===== src/hw/ista_pkg.sv =====
//==================================================================
// Purpose: Shared constants for the speed and target address slice
// Assumes: 32-bit Avalon-MM register word, byte addressing
// Notes:   Offsets are byte addresses
//==================================================================
package ista_pkg;
	//==============================================================
	// Register map
	localparam int          ADDR_W          = 4;
	localparam logic [3:0]  OFS_CONFIG      = 4'h0;
	localparam logic [3:0]  OFS_REMOTE_ADDR = 4'h4;
	localparam logic [3:0]  OFS_STATUS      = 4'h8;
	//==============================================================
	// Config word fields
	localparam int          CFG_CTRL_EN_BIT  = 0;
	localparam int          CFG_SPEED_LSB    = 1;
	localparam int          CFG_SPEED_MSB    = 2;
	localparam int          CFG_RESP_OFF_BIT = 6;
	localparam logic        CFG_CTRL_EN_RST  = 1'h1;
	localparam logic [1:0]  CFG_SPEED_RST    = 2'h2;
	localparam logic        CFG_RESP_OFF_RST = 1'h1;
	//==============================================================
	// Speed codes
	localparam logic [1:0]  SPEED_STD  = 2'h1;
	localparam logic [1:0]  SPEED_FAST = 2'h2;
	localparam logic [1:0]  SPEED_HIGH = 2'h3;
	//==============================================================
	// Remote address word fields
	localparam int          RA_W          = 12;
	localparam int          RA_ADDR_W     = 10;
	localparam int          RA_BCAST_BIT  = 10;
	localparam int          RA_SPECIAL_BIT = 11;
	localparam logic [11:0] RA_RST        = 12'h055;
	//==============================================================
	// Status word fields
	localparam int          ST_BUS_BUSY_BIT = 0;
	localparam int          ST_LOCKED_BIT   = 1;
	localparam int          ST_TX_EMPTY_BIT = 2;
	localparam int          ST_GCALL_BIT    = 3;
	localparam int          ST_LOOP_BIT     = 4;
	localparam int          ST_SELF_BIT     = 5;
	//==============================================================
	// Bus slave states
	typedef enum logic [1:0] {
		ISTA_BUS_IDLE = 2'b01,
		ISTA_BUS_ACK  = 2'b10
	} ista_bus_e;
endpackage : ista_pkg


===== src/hw/ista_top.sv =====
//==================================================================
// Purpose: Speed, role enable and remote address configuration
// Assumes: Avalon-MM slave on CORE_CLK_IN, sync active-high reset
// Notes:   Bus pins are sampled, never driven here
//==================================================================
// How it works
// Speed field codes standard 1, fast 2, high 3; resets to 2.
// Written speed below 1 or above maximum stores the maximum.
// Speed also picks the target-side spike filter setting.
// Ultra-fast option makes the speed field meaningless.
// Controller enable bit allows controller operation; resets to one.
// Software sets responder-off whenever it sets controller enable.
// Remote address writes land only while block enable is clear.
// Software may rewrite address with FIFO busy if commands ignore it.
// Pure target use needs no remote address write.
// Special bit clear ignores bit 10; set issues call or start byte.
// Bit 10 chooses general call (0) or start byte (1).
// Read command queued during general call raises transmit abort.
// General call persists until software clears the special bit; the code also ends it when a write sets bit 10.
// Ten-bit address drives every transaction except a general call.
// Software writes the address once to generate a start byte.
// Own address as target gives one-way loopback only.
// Controller never counts itself as a recipient.
// Remote address register holds 12 bits; 31:12 reserved.
// Config bit 6 disables target role; resets to one.
// Reserved remote address bits read zero, writes ignored.
//
// The implementer's own choice: the Avalon-MM register port.
`timescale 1ns/1ps
module ista_top
	import ista_pkg::*;
#(
	parameter logic [1:0] HIGHEST_RATE_OPTION = SPEED_HIGH
) (
	input  wire logic                 CORE_CLK_IN,
	input  wire logic                 RST_IN,
	input  wire logic [ADDR_W-1:0]    AVS_ADDRESS_IN,
	input  wire logic                 AVS_READ_IN,
	input  wire logic                 AVS_WRITE_IN,
	input  wire logic [31:0]          AVS_WRITEDATA_IN,
	input  wire logic [3:0]           AVS_BYTEENABLE_IN,
	output logic      [31:0]          AVS_READDATA_OUT,
	output logic                      AVS_WAITREQUEST_OUT,
	input  wire logic                 BLOCK_ENABLE_IN,
	input  wire logic                 TX_FIFO_EMPTY_IN,
	input  wire logic                 ULTRAFAST_OPTION_IN,
	input  wire logic [RA_ADDR_W-1:0] OWN_RESPONDER_ADDRESS_IN,
	input  wire logic                 CMD_PUSH_IN,
	input  wire logic                 CMD_READ_IN,
	input  wire logic                 SCL_IN,
	input  wire logic                 SDA_IN,
	output logic      [1:0]           SPEED_OUT,
	output logic                      SPEED_VALID_OUT,
	output logic                      SPIKE_HS_SEL_OUT,
	output logic                      CTRL_EN_OUT,
	output logic                      RESP_EN_OUT,
	output logic      [RA_ADDR_W-1:0] TARGET_ADDR_OUT,
	output logic                      ADDR_USED_OUT,
	output logic                      GEN_CALL_OUT,
	output logic                      START_BYTE_OUT,
	output logic                      TX_ABORT_OUT,
	output logic                      LOOPBACK_SIMPLEX_OUT,
	output logic                      SELF_ADDR_OUT,
	output logic                      BUS_BUSY_OUT
);
	//==============================================================
	// Elaboration check
	generate
		if (HIGHEST_RATE_OPTION < SPEED_STD) begin : g_bad_rate
			$error("HIGHEST_RATE_OPTION must be 1 to 3");
		end
	endgenerate

	//==============================================================
	// Bus slave handshake
	ista_bus_e   bus_state_r;
	ista_bus_e   bus_state_nxt;
	logic        waitreq_r;
	logic [31:0] rdata_r;

	wire         req       = AVS_READ_IN | AVS_WRITE_IN;
	wire         in_idle   = (bus_state_r == ISTA_BUS_IDLE);
	wire         in_ack    = (bus_state_r == ISTA_BUS_ACK);
	// Write lands on the edge the master sees waitrequest low
	wire         wr_fire   = AVS_WRITE_IN & in_ack;
	wire         hit_cfg   = (AVS_ADDRESS_IN == OFS_CONFIG);
	wire         hit_ra    = (AVS_ADDRESS_IN == OFS_REMOTE_ADDR);
	wire         hit_stat  = (AVS_ADDRESS_IN == OFS_STATUS);

	always_comb begin
		case (bus_state_r)
			ISTA_BUS_IDLE: bus_state_nxt = req ? ISTA_BUS_ACK : ISTA_BUS_IDLE;
			ISTA_BUS_ACK:  bus_state_nxt = ISTA_BUS_IDLE;
			default:       bus_state_nxt = ISTA_BUS_IDLE;
		endcase
	end

	always_ff @(posedge CORE_CLK_IN) begin
		if (RST_IN) begin
			bus_state_r <= ISTA_BUS_IDLE;
			waitreq_r   <= 1'h1;
		end else begin
			bus_state_r <= bus_state_nxt;
			waitreq_r   <= (bus_state_nxt != ISTA_BUS_ACK);
		end
	end

	//==============================================================
	// Config register
	logic       ctrl_en_r;
	logic       ctrl_en_nxt;
	logic [1:0] speed_r;
	logic [1:0] speed_nxt;
	logic       resp_off_r;
	logic       resp_off_nxt;
	logic       resp_en_r;
	logic [1:0] speed_legal;

	wire        cfg_wr = wr_fire & hit_cfg & AVS_BYTEENABLE_IN[0];

	ista_speed_clamp #(
		.MAX_CODE (HIGHEST_RATE_OPTION)
	) u_clamp (
		.raw_in    (AVS_WRITEDATA_IN[CFG_SPEED_MSB:CFG_SPEED_LSB]),
		.legal_out (speed_legal)
	);

	// Responder-off pairing with controller enable is left to software
	assign ctrl_en_nxt  = cfg_wr ? AVS_WRITEDATA_IN[CFG_CTRL_EN_BIT] : ctrl_en_r;
	assign speed_nxt    = cfg_wr ? speed_legal : speed_r;
	assign resp_off_nxt = cfg_wr ? AVS_WRITEDATA_IN[CFG_RESP_OFF_BIT] : resp_off_r;

	always_ff @(posedge CORE_CLK_IN) begin
		if (RST_IN) begin
			ctrl_en_r  <= CFG_CTRL_EN_RST;
			speed_r    <= CFG_SPEED_RST;
			resp_off_r <= CFG_RESP_OFF_RST;
			resp_en_r  <= ~CFG_RESP_OFF_RST;
		end else begin
			ctrl_en_r  <= ctrl_en_nxt;
			speed_r    <= speed_nxt;
			resp_off_r <= resp_off_nxt;
			// Own flop so the output needs no inverter after the register
			resp_en_r  <= ~resp_off_nxt;
		end
	end

	//==============================================================
	// Remote address register
	logic [RA_W-1:0] ra_r;
	logic [RA_W-1:0] ra_nxt;

	// Tx FIFO state deliberately not checked; software owns that hazard
	wire ra_wr    = wr_fire & hit_ra & ~BLOCK_ENABLE_IN;
	wire ra_wr_lo = ra_wr & AVS_BYTEENABLE_IN[0];
	wire ra_wr_hi = ra_wr & AVS_BYTEENABLE_IN[1];

	// Only 12 bits exist; upper write data is dropped
	assign ra_nxt[7:0]      = ra_wr_lo ? AVS_WRITEDATA_IN[7:0]      : ra_r[7:0];
	assign ra_nxt[RA_W-1:8] = ra_wr_hi ? AVS_WRITEDATA_IN[RA_W-1:8] : ra_r[RA_W-1:8];

	always_ff @(posedge CORE_CLK_IN) begin
		if (RST_IN) begin
			ra_r <= RA_RST;
		end else begin
			ra_r <= ra_nxt;
		end
	end

	//==============================================================
	// Address decode of the stored word
	wire                 special_nxt = ra_nxt[RA_SPECIAL_BIT];
	wire                 bcast_nxt   = ra_nxt[RA_BCAST_BIT];
	wire [RA_ADDR_W-1:0] addr_nxt    = ra_nxt[RA_ADDR_W-1:0];
	// Identity query bit is not implemented, so it always reads clear
	wire                 gcall_nxt   = special_nxt & ~bcast_nxt;
	wire                 sbyte_nxt   = special_nxt & bcast_nxt;
	wire                 addr_use    = ~gcall_nxt;
	wire                 self_hit    = ~special_nxt & (addr_nxt == OWN_RESPONDER_ADDRESS_IN);
	// Loopback needs the responder side awake to receive
	wire                 loop_ok     = self_hit & ~resp_off_nxt & ctrl_en_nxt;

	//==============================================================
	// Speed and filter selection
	logic       ultra_r;
	logic       spd_valid_r;
	logic       spike_hs_r;
	logic [1:0] speed_out_r;

	// Ultra-fast mode hides the field rather than altering the store
	wire [1:0]  speed_eff = ULTRAFAST_OPTION_IN ? 2'h0 : speed_nxt;
	wire        hs_sel    = ~ULTRAFAST_OPTION_IN & (speed_nxt == SPEED_HIGH);

	always_ff @(posedge CORE_CLK_IN) begin
		if (RST_IN) begin
			ultra_r     <= 1'h0;
			spd_valid_r <= 1'h1;
			spike_hs_r  <= 1'h0;
			speed_out_r <= CFG_SPEED_RST;
		end else begin
			ultra_r     <= ULTRAFAST_OPTION_IN;
			spd_valid_r <= ~ULTRAFAST_OPTION_IN;
			spike_hs_r  <= hs_sel;
			speed_out_r <= speed_eff;
		end
	end

	//==============================================================
	// Derived role and address outputs
	logic gcall_r;
	logic sbyte_r;
	logic addr_use_r;
	logic loop_r;
	logic self_r;
	logic abort_r;

	// Reads are not legal towards a general call address
	wire  abort_set = CMD_PUSH_IN & CMD_READ_IN & gcall_r & ctrl_en_r;

	always_ff @(posedge CORE_CLK_IN) begin
		if (RST_IN) begin
			gcall_r    <= 1'h0;
			sbyte_r    <= 1'h0;
			addr_use_r <= 1'h1;
			loop_r     <= 1'h0;
			self_r     <= 1'h0;
			abort_r    <= 1'h0;
		end else begin
			gcall_r    <= gcall_nxt;
			sbyte_r    <= sbyte_nxt;
			addr_use_r <= addr_use;
			loop_r     <= loop_ok;
			self_r     <= self_hit;
			abort_r    <= abort_set;
		end
	end

	//==============================================================
	// Bus line watch for START and STOP
	logic [1:0] line_s;
	logic       scl_p_r;
	logic       sda_p_r;
	logic       busy_r;

	ista_sync #(
		.WIDTH   (2),
		.RST_VAL (2'h3)
	) u_sync (
		.clk_in   (CORE_CLK_IN),
		.rst_in   (RST_IN),
		.async_in ({SCL_IN, SDA_IN}),
		.sync_out (line_s)
	);

	wire scl_s   = line_s[1];
	wire sda_s   = line_s[0];
	wire scl_hi  = scl_s & scl_p_r;
	wire st_cond = scl_hi & sda_p_r & ~sda_s;
	wire sp_cond = scl_hi & ~sda_p_r & sda_s;

	always_ff @(posedge CORE_CLK_IN) begin
		if (RST_IN) begin
			scl_p_r <= 1'h1;
			sda_p_r <= 1'h1;
			busy_r  <= 1'h0;
		end else begin
			scl_p_r <= scl_s;
			sda_p_r <= sda_s;
			// A fresh START outranks a STOP seen in the same cycle
			busy_r  <= st_cond | (busy_r & ~sp_cond);
		end
	end

	//==============================================================
	// Read data
	wire [31:0] rd_cfg  = {25'h0, resp_off_r, 3'h0, speed_r, ctrl_en_r};
	wire [31:0] rd_ra   = {20'h0, ra_r};
	wire [31:0] rd_stat = {26'h0, self_r, loop_r, gcall_r, TX_FIFO_EMPTY_IN, BLOCK_ENABLE_IN, busy_r};
	// Unmapped offsets read zero
	wire [31:0] rd_mux  = hit_cfg  ? rd_cfg  :
	                      hit_ra   ? rd_ra   :
	                      hit_stat ? rd_stat : 32'h0;

	always_ff @(posedge CORE_CLK_IN) begin
		if (RST_IN) begin
			rdata_r <= 32'h0;
		end else if (in_idle & req) begin
			rdata_r <= AVS_READ_IN ? rd_mux : 32'h0;
		end
	end

	//==============================================================
	// Output wiring, all from flops
	assign AVS_READDATA_OUT     = rdata_r;
	assign AVS_WAITREQUEST_OUT  = waitreq_r;
	assign SPEED_OUT            = speed_out_r;
	assign SPEED_VALID_OUT      = spd_valid_r;
	assign SPIKE_HS_SEL_OUT     = spike_hs_r;
	assign CTRL_EN_OUT          = ctrl_en_r;
	assign RESP_EN_OUT          = resp_en_r;
	assign TARGET_ADDR_OUT      = ra_r[RA_ADDR_W-1:0];
	assign ADDR_USED_OUT        = addr_use_r;
	assign GEN_CALL_OUT         = gcall_r;
	assign START_BYTE_OUT       = sbyte_r;
	assign TX_ABORT_OUT         = abort_r;
	assign LOOPBACK_SIMPLEX_OUT = loop_r;
	assign SELF_ADDR_OUT        = self_r;
	assign BUS_BUSY_OUT         = busy_r;
endmodule : ista_top


===== src/hw/ista_sync.sv =====
//==================================================================
// Purpose: Two-flop synchroniser, one lane per bit
// Assumes: Inputs asynchronous to clk_in
// Notes:   First stage feeds only the second stage
//==================================================================
`timescale 1ns/1ps
module ista_sync #(
	parameter int               WIDTH   = 2,
	parameter logic [WIDTH-1:0] RST_VAL = '1
) (
	input  wire logic             clk_in,
	input  wire logic             rst_in,
	input  wire logic [WIDTH-1:0] async_in,
	output logic      [WIDTH-1:0] sync_out
);
	genvar g;
	generate
		for (g = 0; g < WIDTH; g++) begin : g_lane
			logic meta_r;
			logic hold_r;
			always_ff @(posedge clk_in) begin
				if (rst_in) begin
					meta_r <= RST_VAL[g];
					hold_r <= RST_VAL[g];
				end else begin
					meta_r <= async_in[g];
					hold_r <= meta_r;
				end
			end
			assign sync_out[g] = hold_r;
		end
	endgenerate
endmodule : ista_sync


===== src/hw/ista_speed_clamp.sv =====
//==================================================================
// Purpose: Maps a written speed code onto a legal one
// Assumes: MAX_CODE already checked by the parent
// Notes:   Purely combinational
//==================================================================
`timescale 1ns/1ps
module ista_speed_clamp
	import ista_pkg::*;
#(
	parameter logic [1:0] MAX_CODE = SPEED_HIGH
) (
	input  wire logic [1:0] raw_in,
	output logic      [1:0] legal_out
);
	//==============================================================
	// Clamp
	wire too_low  = (raw_in < SPEED_STD);
	wire too_high = (raw_in > MAX_CODE);
	assign legal_out = (too_low || too_high) ? MAX_CODE : raw_in;
endmodule : ista_speed_clamp


===== config.mk =====
export PLATFORM = sky130hd
export DESIGN_NAME = ista_top
export DESIGN_NICKNAME = d
export VERILOG_FILES = /design/src/hw/ista_pkg.sv /design/src/hw/ista_top.sv /design/src/hw/ista_sync.sv /design/src/hw/ista_speed_clamp.sv
export SDC_FILE = /design/constraint.sdc
export NUM_CORES = 1
export LEC_CHECK = 0
export ABC_AREA = 1
export BUFFER_PORTS_ARGS = -buffer_cell sky130_fd_sc_hd__buf_2
export CORE_ASPECT_RATIO = 0.6
export CORE_MARGIN = 5
export CORE_UTILIZATION = 30
export DETAILED_ROUTE_END_ITERATION = 8
export GPL_ROUTABILITY_DRIVEN = 0
export PLACE_DENSITY = 0.68
export REMOVE_ABC_BUFFERS = 1
export SYNTH_ARGS = -nofsm -noshare
export SYNTH_HDL_FRONTEND = slang
export SYNTH_SLANG_ARGS = --single-unit
export TNS_END_PERCENT = 50

===== constraint.sdc =====
create_clock -name CORE_CLK_IN -period 2 [get_ports CORE_CLK_IN]
set_input_delay 0.3 -clock CORE_CLK_IN [delete_from_list [all_inputs] [get_ports CORE_CLK_IN]]
set_output_delay 0.3 -clock CORE_CLK_IN [all_outputs]
set_load 0.005 [all_outputs]

-- After elaboration in Yosys (flattened, before gate mapping)
Index checks and enable logic that the tools add are counted.
- register bits: 69
- bits of input ports: 61
- output and inout port bits: 56
- $lt $le $gt $ge: 2
- muxes and demuxes: 13
- bitwise operators: 34
- equality and inequality tests: 7
- reduce and logical (&&, ||, !) cells: 3
- operator list (operator ; number):
    $mux W12 ; 3
    $and A1 B1 Y1 ; 23
    $eq A10 B10 Y1 ; 1
    $mux W2 ; 5
    $not A1 Y1 ; 9
    $mux W8 ; 1
    $mux W6 ; 1
    $eq A2 B2 Y1 const B ; 2
    $eq A4 B3 Y1 const B ; 1
    $eq A4 B4 Y1 const B ; 1
    $logic_not A4 Y1 ; 1
    $mux W4 ; 1
    $eq A2 B1 Y1 const B ; 1
    $gt A2 B2 Y1 const B ; 1
    $lt A2 B1 Y1 const B ; 1
    $mux W1 ; 2
    $ne A2 B2 Y1 const B ; 1
    $or A1 B1 Y1 ; 2
    $reduce_or A2 Y1 ; 1
    $logic_or A1 B1 Y1 ; 1

-- Depth between registers and ports, before layout
Gate-level depths: netlist of the first run.
- depth after elaboration: 10
- mapped depth: 13
- gate-level depth less buffers: 13

-- Hierarchy
From an unflattened synthesis of the first run, not the netlist that was laid out.
- cells, all modules: 320
- area, all modules: 2332.2 um^2
- by module, submodules not included (module ; cells an instance ; area each (um^2) ; times used):
    ista_top ; 301 ; 2185.8 ; 1
    ista_sync ; 15 ; 131.4 ; 1
    ista_speed_clamp ; 4 ; 15.0 ; 1

-- Least setup slack after synthesis of the first run
OpenSTA, ideal clock, no wires.
- path type: input-to-reg
- start: input port AVS_ADDRESS_IN[1]
- end: register loop_r (netlist: LOOPBACK_SIMPLEX_OUT)
- data required time: 1.936 ns
- data arrival time: 1.509 ns
- path buffers: 0
- cell stages on the path: 9
- library setup time: 0.064 ns
- slack: 0.427 ns
- cells stage by stage: inv_1 > nand2_2 > nor2_4 > nand2_2 > nor2_2 > mux2i_1 > nand2_1 > or2_2 > nor2_1
- longest elaborated chain between the ends: 9
- elaborated cells between the ends (all ways): 18
- those cells by class: eq/ne (2); mux (4); bitwise (11); reduce/logical (1)
- ends and longest elaborated chain (item ; RTL line ; text):
    start: declaration ; ista_top.sv:37 ; input wire logic [ADDR_W-1:0] AVS_ADDRESS_IN,
    $eq A4 B3 Y1 ; ista_top.sv:87 ; wire hit_ra = (AVS_ADDRESS_IN == OFS_REMOTE_ADDR);
    $and A1 B1 Y1 (2 in series) ; ista_top.sv:154 ; wire ra_wr = wr_fire & hit_ra & ~BLOCK_ENABLE_IN;
    $and A1 B1 Y1, on equally long branches ; ista_top.sv:155, ista_top.sv:156 ;
    $mux W8 / $mux W4 (equally long branches) ; ista_top.sv:159, ista_top.sv:160 ;
    $eq A10 B10 Y1 / $not A1 Y1 (equally long branches) ; ista_top.sv:179 ; wire self_hit = ~special_nxt & (addr_nxt == OWN_RESPONDER_ADDRESS_IN);
    $and A1 B1 Y1 ; ista_top.sv:179 ;
    $and A1 B1 Y1 ; ista_top.sv:181 ; wire loop_ok = self_hit & ~resp_off_nxt & ctrl_en_nxt;
    $and A1 B1 Y1 * ; ista_top.sv:181 ;
    end signal: assignment ; ista_top.sv:232 ; loop_r <= loop_ok;
    end: declaration ; ista_top.sv:213 ; logic loop_r;
Every way passes the cells marked *; elsewhere a longest branch is shown, timed or not.
A chain may end at the register's enable or synchronous reset.

-- Final worst setup path of the first run
- start: register bus_state_r[1]
- end: register loop_r (netlist: LOOPBACK_SIMPLEX_OUT)
- longest elaborated chain between the ends: 10
- elaborated cells between the ends (all ways): 18
- those cells by class: eq/ne (2); mux (4); bitwise (12)
- ends and longest elaborated chain (item ; RTL line ; text):
    start: declaration ; ista_top.sv:76 ; ista_bus_e bus_state_r;
    start signal: assignment ; ista_top.sv:103 ; bus_state_r <= bus_state_nxt;
    $eq A2 B2 Y1 * ; ista_top.sv:83 ; wire in_ack = (bus_state_r == ISTA_BUS_ACK);
    $and A1 B1 Y1 * ; ista_top.sv:85 ; wire wr_fire = AVS_WRITE_IN & in_ack;
    $and A1 B1 Y1 (2 in series) ; ista_top.sv:154 ;
    $and A1 B1 Y1, on equally long branches ; ista_top.sv:155, ista_top.sv:156 ;
    $mux W8 / $mux W4 (equally long branches) ; ista_top.sv:159, ista_top.sv:160 ;
    $eq A10 B10 Y1 / $not A1 Y1 (equally long branches) ; ista_top.sv:179 ;
    $and A1 B1 Y1 ; ista_top.sv:179 ;
    $and A1 B1 Y1 ; ista_top.sv:181 ;
    $and A1 B1 Y1 * ; ista_top.sv:181 ;
Marked as above.

==> flow_summary.toml, run 1 <==
[setup_path]
endpoint_kind = "flop"
critical_path_arrival_ns = 2.05
r2r_setup_slack_ns = 0.17
crit_end = "LOOPBACK_SIMPLEX_OUT$_SDFF_PP0_"
worstSetupStartpoint = "bus_state_r[1]$_SDFF_PP0_"
path_max_fanout = 4
r2r-start = "bus_state_r[1]$_SDFF_PP0_"
cp_data_required_time_ns = 2.22
regToRegEndpoint = "LOOPBACK_SIMPLEX_OUT$_SDFF_PP0_"
crit_type = "reg2reg"
start_kind = "flop"
worstRegToRegCells = 8

[cts]
clk_latency_ns = 0.29
ctsResizeCount = 0
post_cts_buffers = 0
numCtsBuffers = 5
clock_tree.buffer_depth = 2
cts_tree = "yes"
numClockSinks = 48
postCtsHoldBufs = 0
clock-root-buffer = "clkbuf_16"
clkTransAtPathRegs_ns = 0.07
htree_levels = 2

[route]
drt-initial-drc-count = 95
met3_length_um = 639
drt_wl_total_um = 6748
wl_per_cell_um = 14.03
top_layer = "met4"
wl_met2_um = 2827
wl_met1_um = 3233
ant_nets = 0
drc = 0
vias = 2144
viasPerCell = 4.457
dr.pass1.iters = 4

[power_and_ir_drop]
finalPower_mw = 2.196
p_leak_nw = 1.498
ir_worst_vdd_v = 0.0002872
p_per_area_nw_per_um2 = 759.9

[die]
placeableCoreArea_um2 = 7387
rows = 24
die-area_um2 = 9667
pin_count = 117
initial_utilization = 0.3147
die_h_um = 78.19
dieWidth_um = 123.6

[global_routing]
grt_pass1_vias = 1971
antenna_found_initial = 0
grtUsageTotal = 0.1376
grt_pass1_wl_um = 10160
grt_start_max_net_pins = 17
grt.overflow.total = 0

[sta]
post-route-min-period_ns = 1.831
max_freq_mhz = 546.2
drv_slew = 0
finalSetupViolCount = 0
skew_ns = 0.006149
hold_violations = 0
period_share = 0.9154
tns_ns = 0
rsz0062_at_grt = "no"

[final_layout]
n_antenna_cell = 0
layout_common_cells = "buf_2, nand2_1, dfxtp_1, nand3_1, inv_1"
nNetsFinal = 437
final_common_cell = "buf_2"
design_area_um2 = 2890
drive_gt1_frac = 0.3183
area_delta_synth_final_pct = 24.33

[place]
placed_cell_area_um2 = 2708
port_buffers = 74
dp_hpwl_um = 5473

[logic_synthesis]
synthDistinctLibCells = 31
synth_warnings = 0
ys_seq_elements = 48
yosysSeqAreaShare = 0.4133
async_reset_ff_frac = 0
netlist_area_um2 = 2325
synth-main-ff-cell = "dfxtp_1"
synth-edff-count = 0
netlist_instances = 304
syn_avg_cell_area_um2 = 7.647

[job]
cap_viol_max_count = 0

[worst_hold_path]
hold_class = "in2reg"

[outcome]
status = "finished clean"
## stage by stage
stage / instances / setup slack [ns] / hold WS, ns / utilization
6_report: 481 / 0.1692 / 0.1895 / 0.3913
5_1_grt: 481 / 0.05748 / 0.1918 / 0.3913
4_1_cts: 481 / 0.1871 / 0.1830 / 0.3913
3_5_place_dp: 473 / 0.1040 / 0.3929 / 0.3665
3_3_place_gp: 473 / 0.1436 / 0.3952 / 0.3665
2_1_floorplan: 287 / 0.4136 / 0.3691 / -
## where the power goes
part           switching [mW]  internal (mW)  total (mW)
combinational           0.123         0.0682       0.191
sequential            0.00669          0.970       0.977
clock                   0.370          0.659        1.03
## cells by family (layout without fill, tap and decap cells)
| family | Yosys count | after routing | share of synthesized area |
|---|---|---|---|
| flip-flops | 48 | 48 | 0.4133 |
| other | 1 | 20 | 0.001613 |
| AND/OR/NAND/NOR | 153 | 153 | 0.3450 |
| AO/OA/AOI/OAI | 33 | 33 | 0.07696 |
| multiplexers | 1 | 1 | 0.004306 |
| buffers and inverters | 68 | 122 | 0.1588 |
## critical path, stage by stage, from the launching register on
cell and delay (ns):
dfxtp_1 0.35, nand2_1 0.08, nor2_2 0.24, nand2_1 0.11, nor2_2 0.25, mux2i_1 0.21
nand2_1 0.10, or2_2 0.30, nor2_1 0.12
## synthesized netlist by cell type (2+ instances only)
| cell type | n | area [um2] |
|---|---|---|
| nor2_1 | 16 | 60.06 |
| nand2_1 | 66 | 247.7 |
| nor3_1 | 3 | 15.01 |
| nand4_2 | 6 | 75.07 |
| nand2_2 | 3 | 18.77 |
| clkbuf_1 | 5 | 18.77 |
| o21ai_0 | 19 | 95.09 |
| inv_1 | 26 | 97.59 |
| nand3_1 | 33 | 165.2 |
| nand3b_1 | 4 | 30.03 |
| nor2_2 | 4 | 25.02 |
| buf_4 | 30 | 225.2 |
| o21ai_1 | 5 | 25.02 |
| inv_2 | 4 | 15.01 |
| o2111ai_1 | 2 | 17.52 |
| nor2_8 | 2 | 40.04 |
| dfxtp_1 | 48 | 960.9 |
| a21oi_1 | 5 | 25.02 |
| clkinv_1 | 2 | 7.510 |
| nand4_1 | 4 | 25.02 |
| or2_2 | 7 | 43.79 |
## routing by layer
layer	vias up	global-route usage
li1	1081	-
met1	968	0.1972
met2	90	0.1984
met3	5	0.04741
met4	0	0.02983
met5	-	0
## layout make-up
| cell class | instances | area (um2) |
|---|---|---|
| clock buffer | 7 | 152.6 |
| clock inverter | 1 | 30.03 |
| fill | 803 | 4497 |
| inverter | 32 | 120.1 |
| multi-input combinational | 207 | 1066 |
| sequential | 48 | 960.9 |
| tap | 104 | 130.1 |
| timing repair buffer | 82 | 430.4 |
## sequential cells by signal (all words and copies together) (netlist names), 2 cells and up
register and cells:
AVS_READDATA_OUT 12, ra_r 12, speed_r 2, u_sync.g_lane.hold_r 2, bus_state_r 2, SPEED_OUT 2
u_sync.g_lane.meta_r 2
## how the worst min path moves through the flow
stage / startpoint / endpoint / slack [ns] / cells past startpoint
2_1_floorplan: RST_IN / AVS_READDATA_OUT[1]$_SDFFE_PP0P_ / 0.37 / 1
3_3_place_gp: u_sync.g_lane[0].meta_r$_SDFF_PP1_ / u_sync.g_lane[0].hold_r$_SDFF_PP1_ / 0.40 / 1
3_5_place_dp: u_sync.g_lane[0].meta_r$_SDFF_PP1_ / u_sync.g_lane[0].hold_r$_SDFF_PP1_ / 0.39 / 1
4_1_cts: SDA_IN / u_sync.g_lane[0].meta_r$_SDFF_PP1_ / 0.18 / 2
5_1_grt: SCL_IN / u_sync.g_lane[1].meta_r$_SDFF_PP1_ / 0.19 / 2
6_report: SDA_IN / u_sync.g_lane[0].meta_r$_SDFF_PP1_ / 0.19 / 2
Note: power is estimated with default switching activity, not from simulation.
==> run 2: changes to the inputs <==
- CORE_ASPECT_RATIO: 0.6 -> default
==> flow_summary.toml, run 2 (synthesis gave the netlist of run 1 again) <==
[outcome]
status = "finished clean"

[power_and_ir_drop]
p_per_area_nw_per_um2 = 670.1
p_int_mw = 1.405
seqPwrFrac = 0.522
swShare = 0.2493
ir_worst_vdd_v = 0.0002904
p_leak_nw = 1.447
finalPower_mw = 1.872
clkPwrFrac = 0.381
switchingPower_uw = 466.7
share_comb_of_total_power = 0.097

[place]
port_buffers = 74
dp_slack_ns = 0.2053
dp_cells = 468
placed_cell_area_um2 = 2683
dp_hpwl_um = 5122

[setup_path]
cp_data_required_time_ns = 2.25
endpoint_kind = "flop"
r2r_setup_slack_ns = 0.35
path_max_fanout = 3
start_kind = "flop"
crit_type = "reg2reg"
worstRegToRegCells = 8
critical_path_arrival_ns = 1.90

[final_layout]
nNetsFinal = 434
final_common_cell = "buf_2"
drive_gt1_frac = 0.3128
final_cells = 476
layout_common_cells = "buf_2, nand2_1, dfxtp_1, nand3_1, inv_1"
area_delta_synth_final_pct = 20.18
utilization = 0.3653
n_antenna_cell = 0
design_area_um2 = 2794

[global_routing]
grt_pass1_vias = 2028
grt_start_max_net_pins = 16
grt_pass1_wl_um = 9873
antenna_found_initial = 0
grtUsageTotal = 0.1284
grt.overflow.total = 0

[worst_hold_path]
min_delay_path_depth = 2
hold_class = "in2reg"

[cts]
post_cts_buffers = 0
clkTransAtPathRegs_ns = 0.09
numCtsBuffers = 5
ctsResizeCount = 0
numClockSinks = 48
htree_levels = 2
postCtsHoldBufs = 0
clock-root-buffer = "clkbuf_8"
cts_tree = "yes"
clock_tree.buffer_depth = 2
clk_latency_ns = 0.31

[sta]
fin_hold_ws_ns = 0.1721
max_freq_mhz = 605.0
setup_ws_ns = 0.3472
rsz0062_at_grt = "no"
skew_ns = 0.008636
tns_ns = 0
finalSetupViolCount = 0
hold_violations = 0
post-route-min-period_ns = 1.653
drv_slew = 0
period_share = 0.8264

[die]
dieWidth_um = 98.03
rows = 32
placeableCoreArea_um2 = 7647
die-area_um2 = 9610
die_h_um = 98.03
pin_count = 117
initial_utilization = 0.3040

[route]
drt_wl_total_um = 6245
ant_nets = 0
drt-initial-drc-count = 103
viasPerCell = 4.408
drc = 0
wl_per_cell_um = 13.12
vias = 2098
dr.pass1.iters = 4

[job]
cap_viol_max_count = 0
-- run 2: layout make-up --
cell class	instances	area [um2]
clock buffer	5	68.82
clock inverter	3	42.54
fill	811	4853
inverter	32	120.1
multi-input combinational	207	1066
sequential	48	960.9
tap	102	127.6
timing repair buffer	79	407.9
-- run 2: power by group through the flow --
stage	Combinational, mW	Clock, mW	Sequential (mW)
after CTS	0.182	0.722	0.977
final	0.182	0.714	0.977
after global placement	0.178	0	0.999
after floorplan	0.0829	0	0.999
after global routing	0.203	0.762	0.979
after detailed placement	0.181	0	1.00
-- run 2: layer usage --
layer  global-route usage  vias to the layer above  part of all wire
met3              0.02929                        8             0.053
met5                    0                        -                 0
met4              0.05005                        0             0.018
met1               0.1610                      940              0.46
met2               0.2136                       76              0.47
li1                     -                     1074                 -
-- run 2: final timing paths --
| check | start | to |
|---|---|---|
| setup / recovery | bus_state_r[1]$_SDFF_PP0_ | LOOPBACK_SIMPLEX_OUT$_SDFF_PP0_ |
| hold / removal | SCL_IN | u_sync.g_lane[1].meta_r$_SDFF_PP1_ |
| setup reg to reg | bus_state_r[1]$_SDFF_PP0_ | LOOPBACK_SIMPLEX_OUT$_SDFF_PP0_ |
| hold reg to reg | u_sync.g_lane[0].meta_r$_SDFF_PP1_ | u_sync.g_lane[0].hold_r$_SDFF_PP1_ |
-- run 2: critical path, stage by stage, from the launching register on --
cell     delay, ns
dfxtp_1       0.36
nand2_1       0.07
nor2_2        0.22
nand2_1       0.10
nor2_2        0.17
mux2i_1       0.20
nand2_1       0.09
or2_2         0.29
nor2_1        0.09
==> run 3: changes to the inputs <==
- PLACE_DENSITY: 0.68 -> 0.7
- clock period: 2 -> 1.36 ns (I/O delays scaled with it)
==> flow_summary.toml, run 3 (synthesis gave the netlist of run 1 again) <==
[sta]
drv_slew = 0
period_share = 1.130
post-route-min-period_ns = 1.537
finalSetupViolCount = 9
rsz0062_at_grt = "yes"
max_freq_mhz = 650.6
hold_violations = 0
skew_ns = 0.006243
setup_ws_ns = -0.1770

[global_routing]
grt_start_max_net_pins = 14
grtUsageMet1 = 0.1660
use_met3 = 0.03143
grt_pass1_vias = 2231
grtUsageTotal = 0.1367
busiest_layer = "met2"
antenna_found_initial = 0
met2_usage = 0.2330
grt.overflow.total = 0
grt_pass1_wl_um = 10610

[setup_path]
cp_slowest_cell = "dfxtp_2"
crit_path_cell_trace = "nand2_2, nor2_4, buf_6, nand4_4, nand2_2, o21ai_2, buf_4, buf_6, nor2_4, nand2_2"
max_stage_delay_ns = 0.35
crit_type = "reg2reg"
critical_path.most_common_cell = "nand2_2"
worstSetupStartpoint = "bus_state_r[1]$_SDFF_PP0_"
r2r-start = "bus_state_r[1]$_SDFF_PP0_"
endpoint_kind = "flop"
r2r_setup_slack_ns = -0.18
path_max_fanout = 6
regToRegEndpoint = "ADDR_USED_OUT$_SDFF_PP1_"
cp_data_required_time_ns = 1.55
critical_path_arrival_ns = 1.72
worstRegToRegCells = 10
start_kind = "flop"

[worst_hold_path]
hp-start = "SDA_IN"
hold_class = "in2reg"
holdPathEnd = "u_sync.g_lane[0].meta_r$_SDFF_PP1_"
min_delay_path_depth = 2

[die]
rows = 32
die_h_um = 98.03
placeableCoreArea_um2 = 7647
pin_count = 117
dieWidth_um = 98.03
die-area_um2 = 9610
initial_utilization = 0.3040

[power_and_ir_drop]
clkPwrFrac = 0.336
finalPower_mw = 2.669
switchingPower_uw = 651.2
share_comb_of_total_power = 0.125
ir_worst_vdd_v = 0.0003378
p_per_area_nw_per_um2 = 854.3
p_int_mw = 2.018
swShare = 0.2440
seqPwrFrac = 0.539
p_leak_nw = 1.599

[final_layout]
final_common_cell = "buf_2"
multiInputGateArea_um2 = 1176
layout_common_cells = "buf_2, nand2_1, dfxtp_1, nand3_1, buf_4"
regArea_um2 = 963.4
fillers = 783
design_area_um2 = 3124
nNetsFinal = 462
n_antenna_cell = 0
area_delta_synth_final_pct = 34.39
drive_gt1_frac = 0.4090

[route]
drc = 0
ant_nets = 0
dr.pass1.iters = 4
vias = 2202
wl_per_cell_um = 12.96
drt_wl_total_um = 6517
drt-initial-drc-count = 70
viasPerCell = 4.378

[cts]
numClockSinks = 48
htree_levels = 2
numCtsBuffers = 5
clock_tree.buffer_depth = 2
clk_latency_ns = 0.30
clkTransAtPathRegs_ns = 0.08
clock-root-buffer = "clkbuf_8"
cts_tree = "yes"

[place]
dp_hpwl_um = 5306
placed_cell_area_um2 = 2848
port_buffers = 74

[outcome]
status = "finished, violations left"
violations = "negative setup slack"

[job]
cap_viol_max_count = 0
## run 3: cell type report
| type | instances | share of cell area |
|---|---|---|
| multi-input combinational | 207 | 0.3765 |
| clock buffer | 7 | 0.03084 |
| tap | 102 | 0.04085 |
| sequential | 48 | 0.3084 |
| inverter | 32 | 0.03845 |
| timing repair buffer | 107 | 0.2050 |
## run 3: timing repair
action                     in CTS  in global routing
gates resized for setup        18                 22
cloned                          0                  0
setup endpoints to repair      21                 29
buffers inserted                2                  4
pin swaps                       6                  6
hold buffers                    0                  0
## run 3: power by group through the flow
stage               logic (mW)  clock network, mW  registers (mW)
CTS                      0.312              0.927            1.44
global placement         0.297                  0            1.47
detailed placement       0.302                  0            1.47
floorplan                0.122                  0            1.47
global route             0.371              0.993            1.44
finish                   0.333              0.898            1.44
## run 3: stage by stage
step	setup slack, ns	std cells	TNS [ns]	utilization	hold slack, ns
2_1_floorplan	-0.1887	287	-0.9079	-	0.2731
3_3_place_gp	-0.2333	490	-1.165	0.3724	0.3895
3_5_place_dp	-0.2549	490	-1.670	0.3724	0.3919
4_1_cts	-0.1627	499	-1.137	0.3946	0.07783
5_1_grt	-0.3042	503	-3.105	0.4085	0.07911
6_report	-0.1770	503	-0.9796	0.4085	0.08714
## run 3: worst max-delay path by stage
stage	end	slack, ns	cells past startpoint
4_1_cts	LOOPBACK_SIMPLEX_OUT$_SDFF_PP0_	-0.16	10
3_3_place_gp	LOOPBACK_SIMPLEX_OUT$_SDFF_PP0_	-0.23	8
2_1_floorplan	LOOPBACK_SIMPLEX_OUT$_SDFF_PP0_	-0.19	8
3_5_place_dp	LOOPBACK_SIMPLEX_OUT$_SDFF_PP0_	-0.25	8
5_1_grt	LOOPBACK_SIMPLEX_OUT$_SDFF_PP0_	-0.30	12
6_report	ADDR_USED_OUT$_SDFF_PP1_	-0.18	10
## run 3: metal layers
metal	vias to the layer above	share of wire
li1	1128	-
met1	1004	0.43
met2	60	0.49
met3	10	0.061
met4	0	0.020
met5	-	0
## run 3: worst max-delay path, delay by kind of cell (launching register included)
family | cells | cell delay [ns]
buffers and inverters | 3 | 0.37
AOI/OAI and AO/OA | 1 | 0.07
DFF | 1 | 0.35
and+or+nand+nor | 6 | 0.64
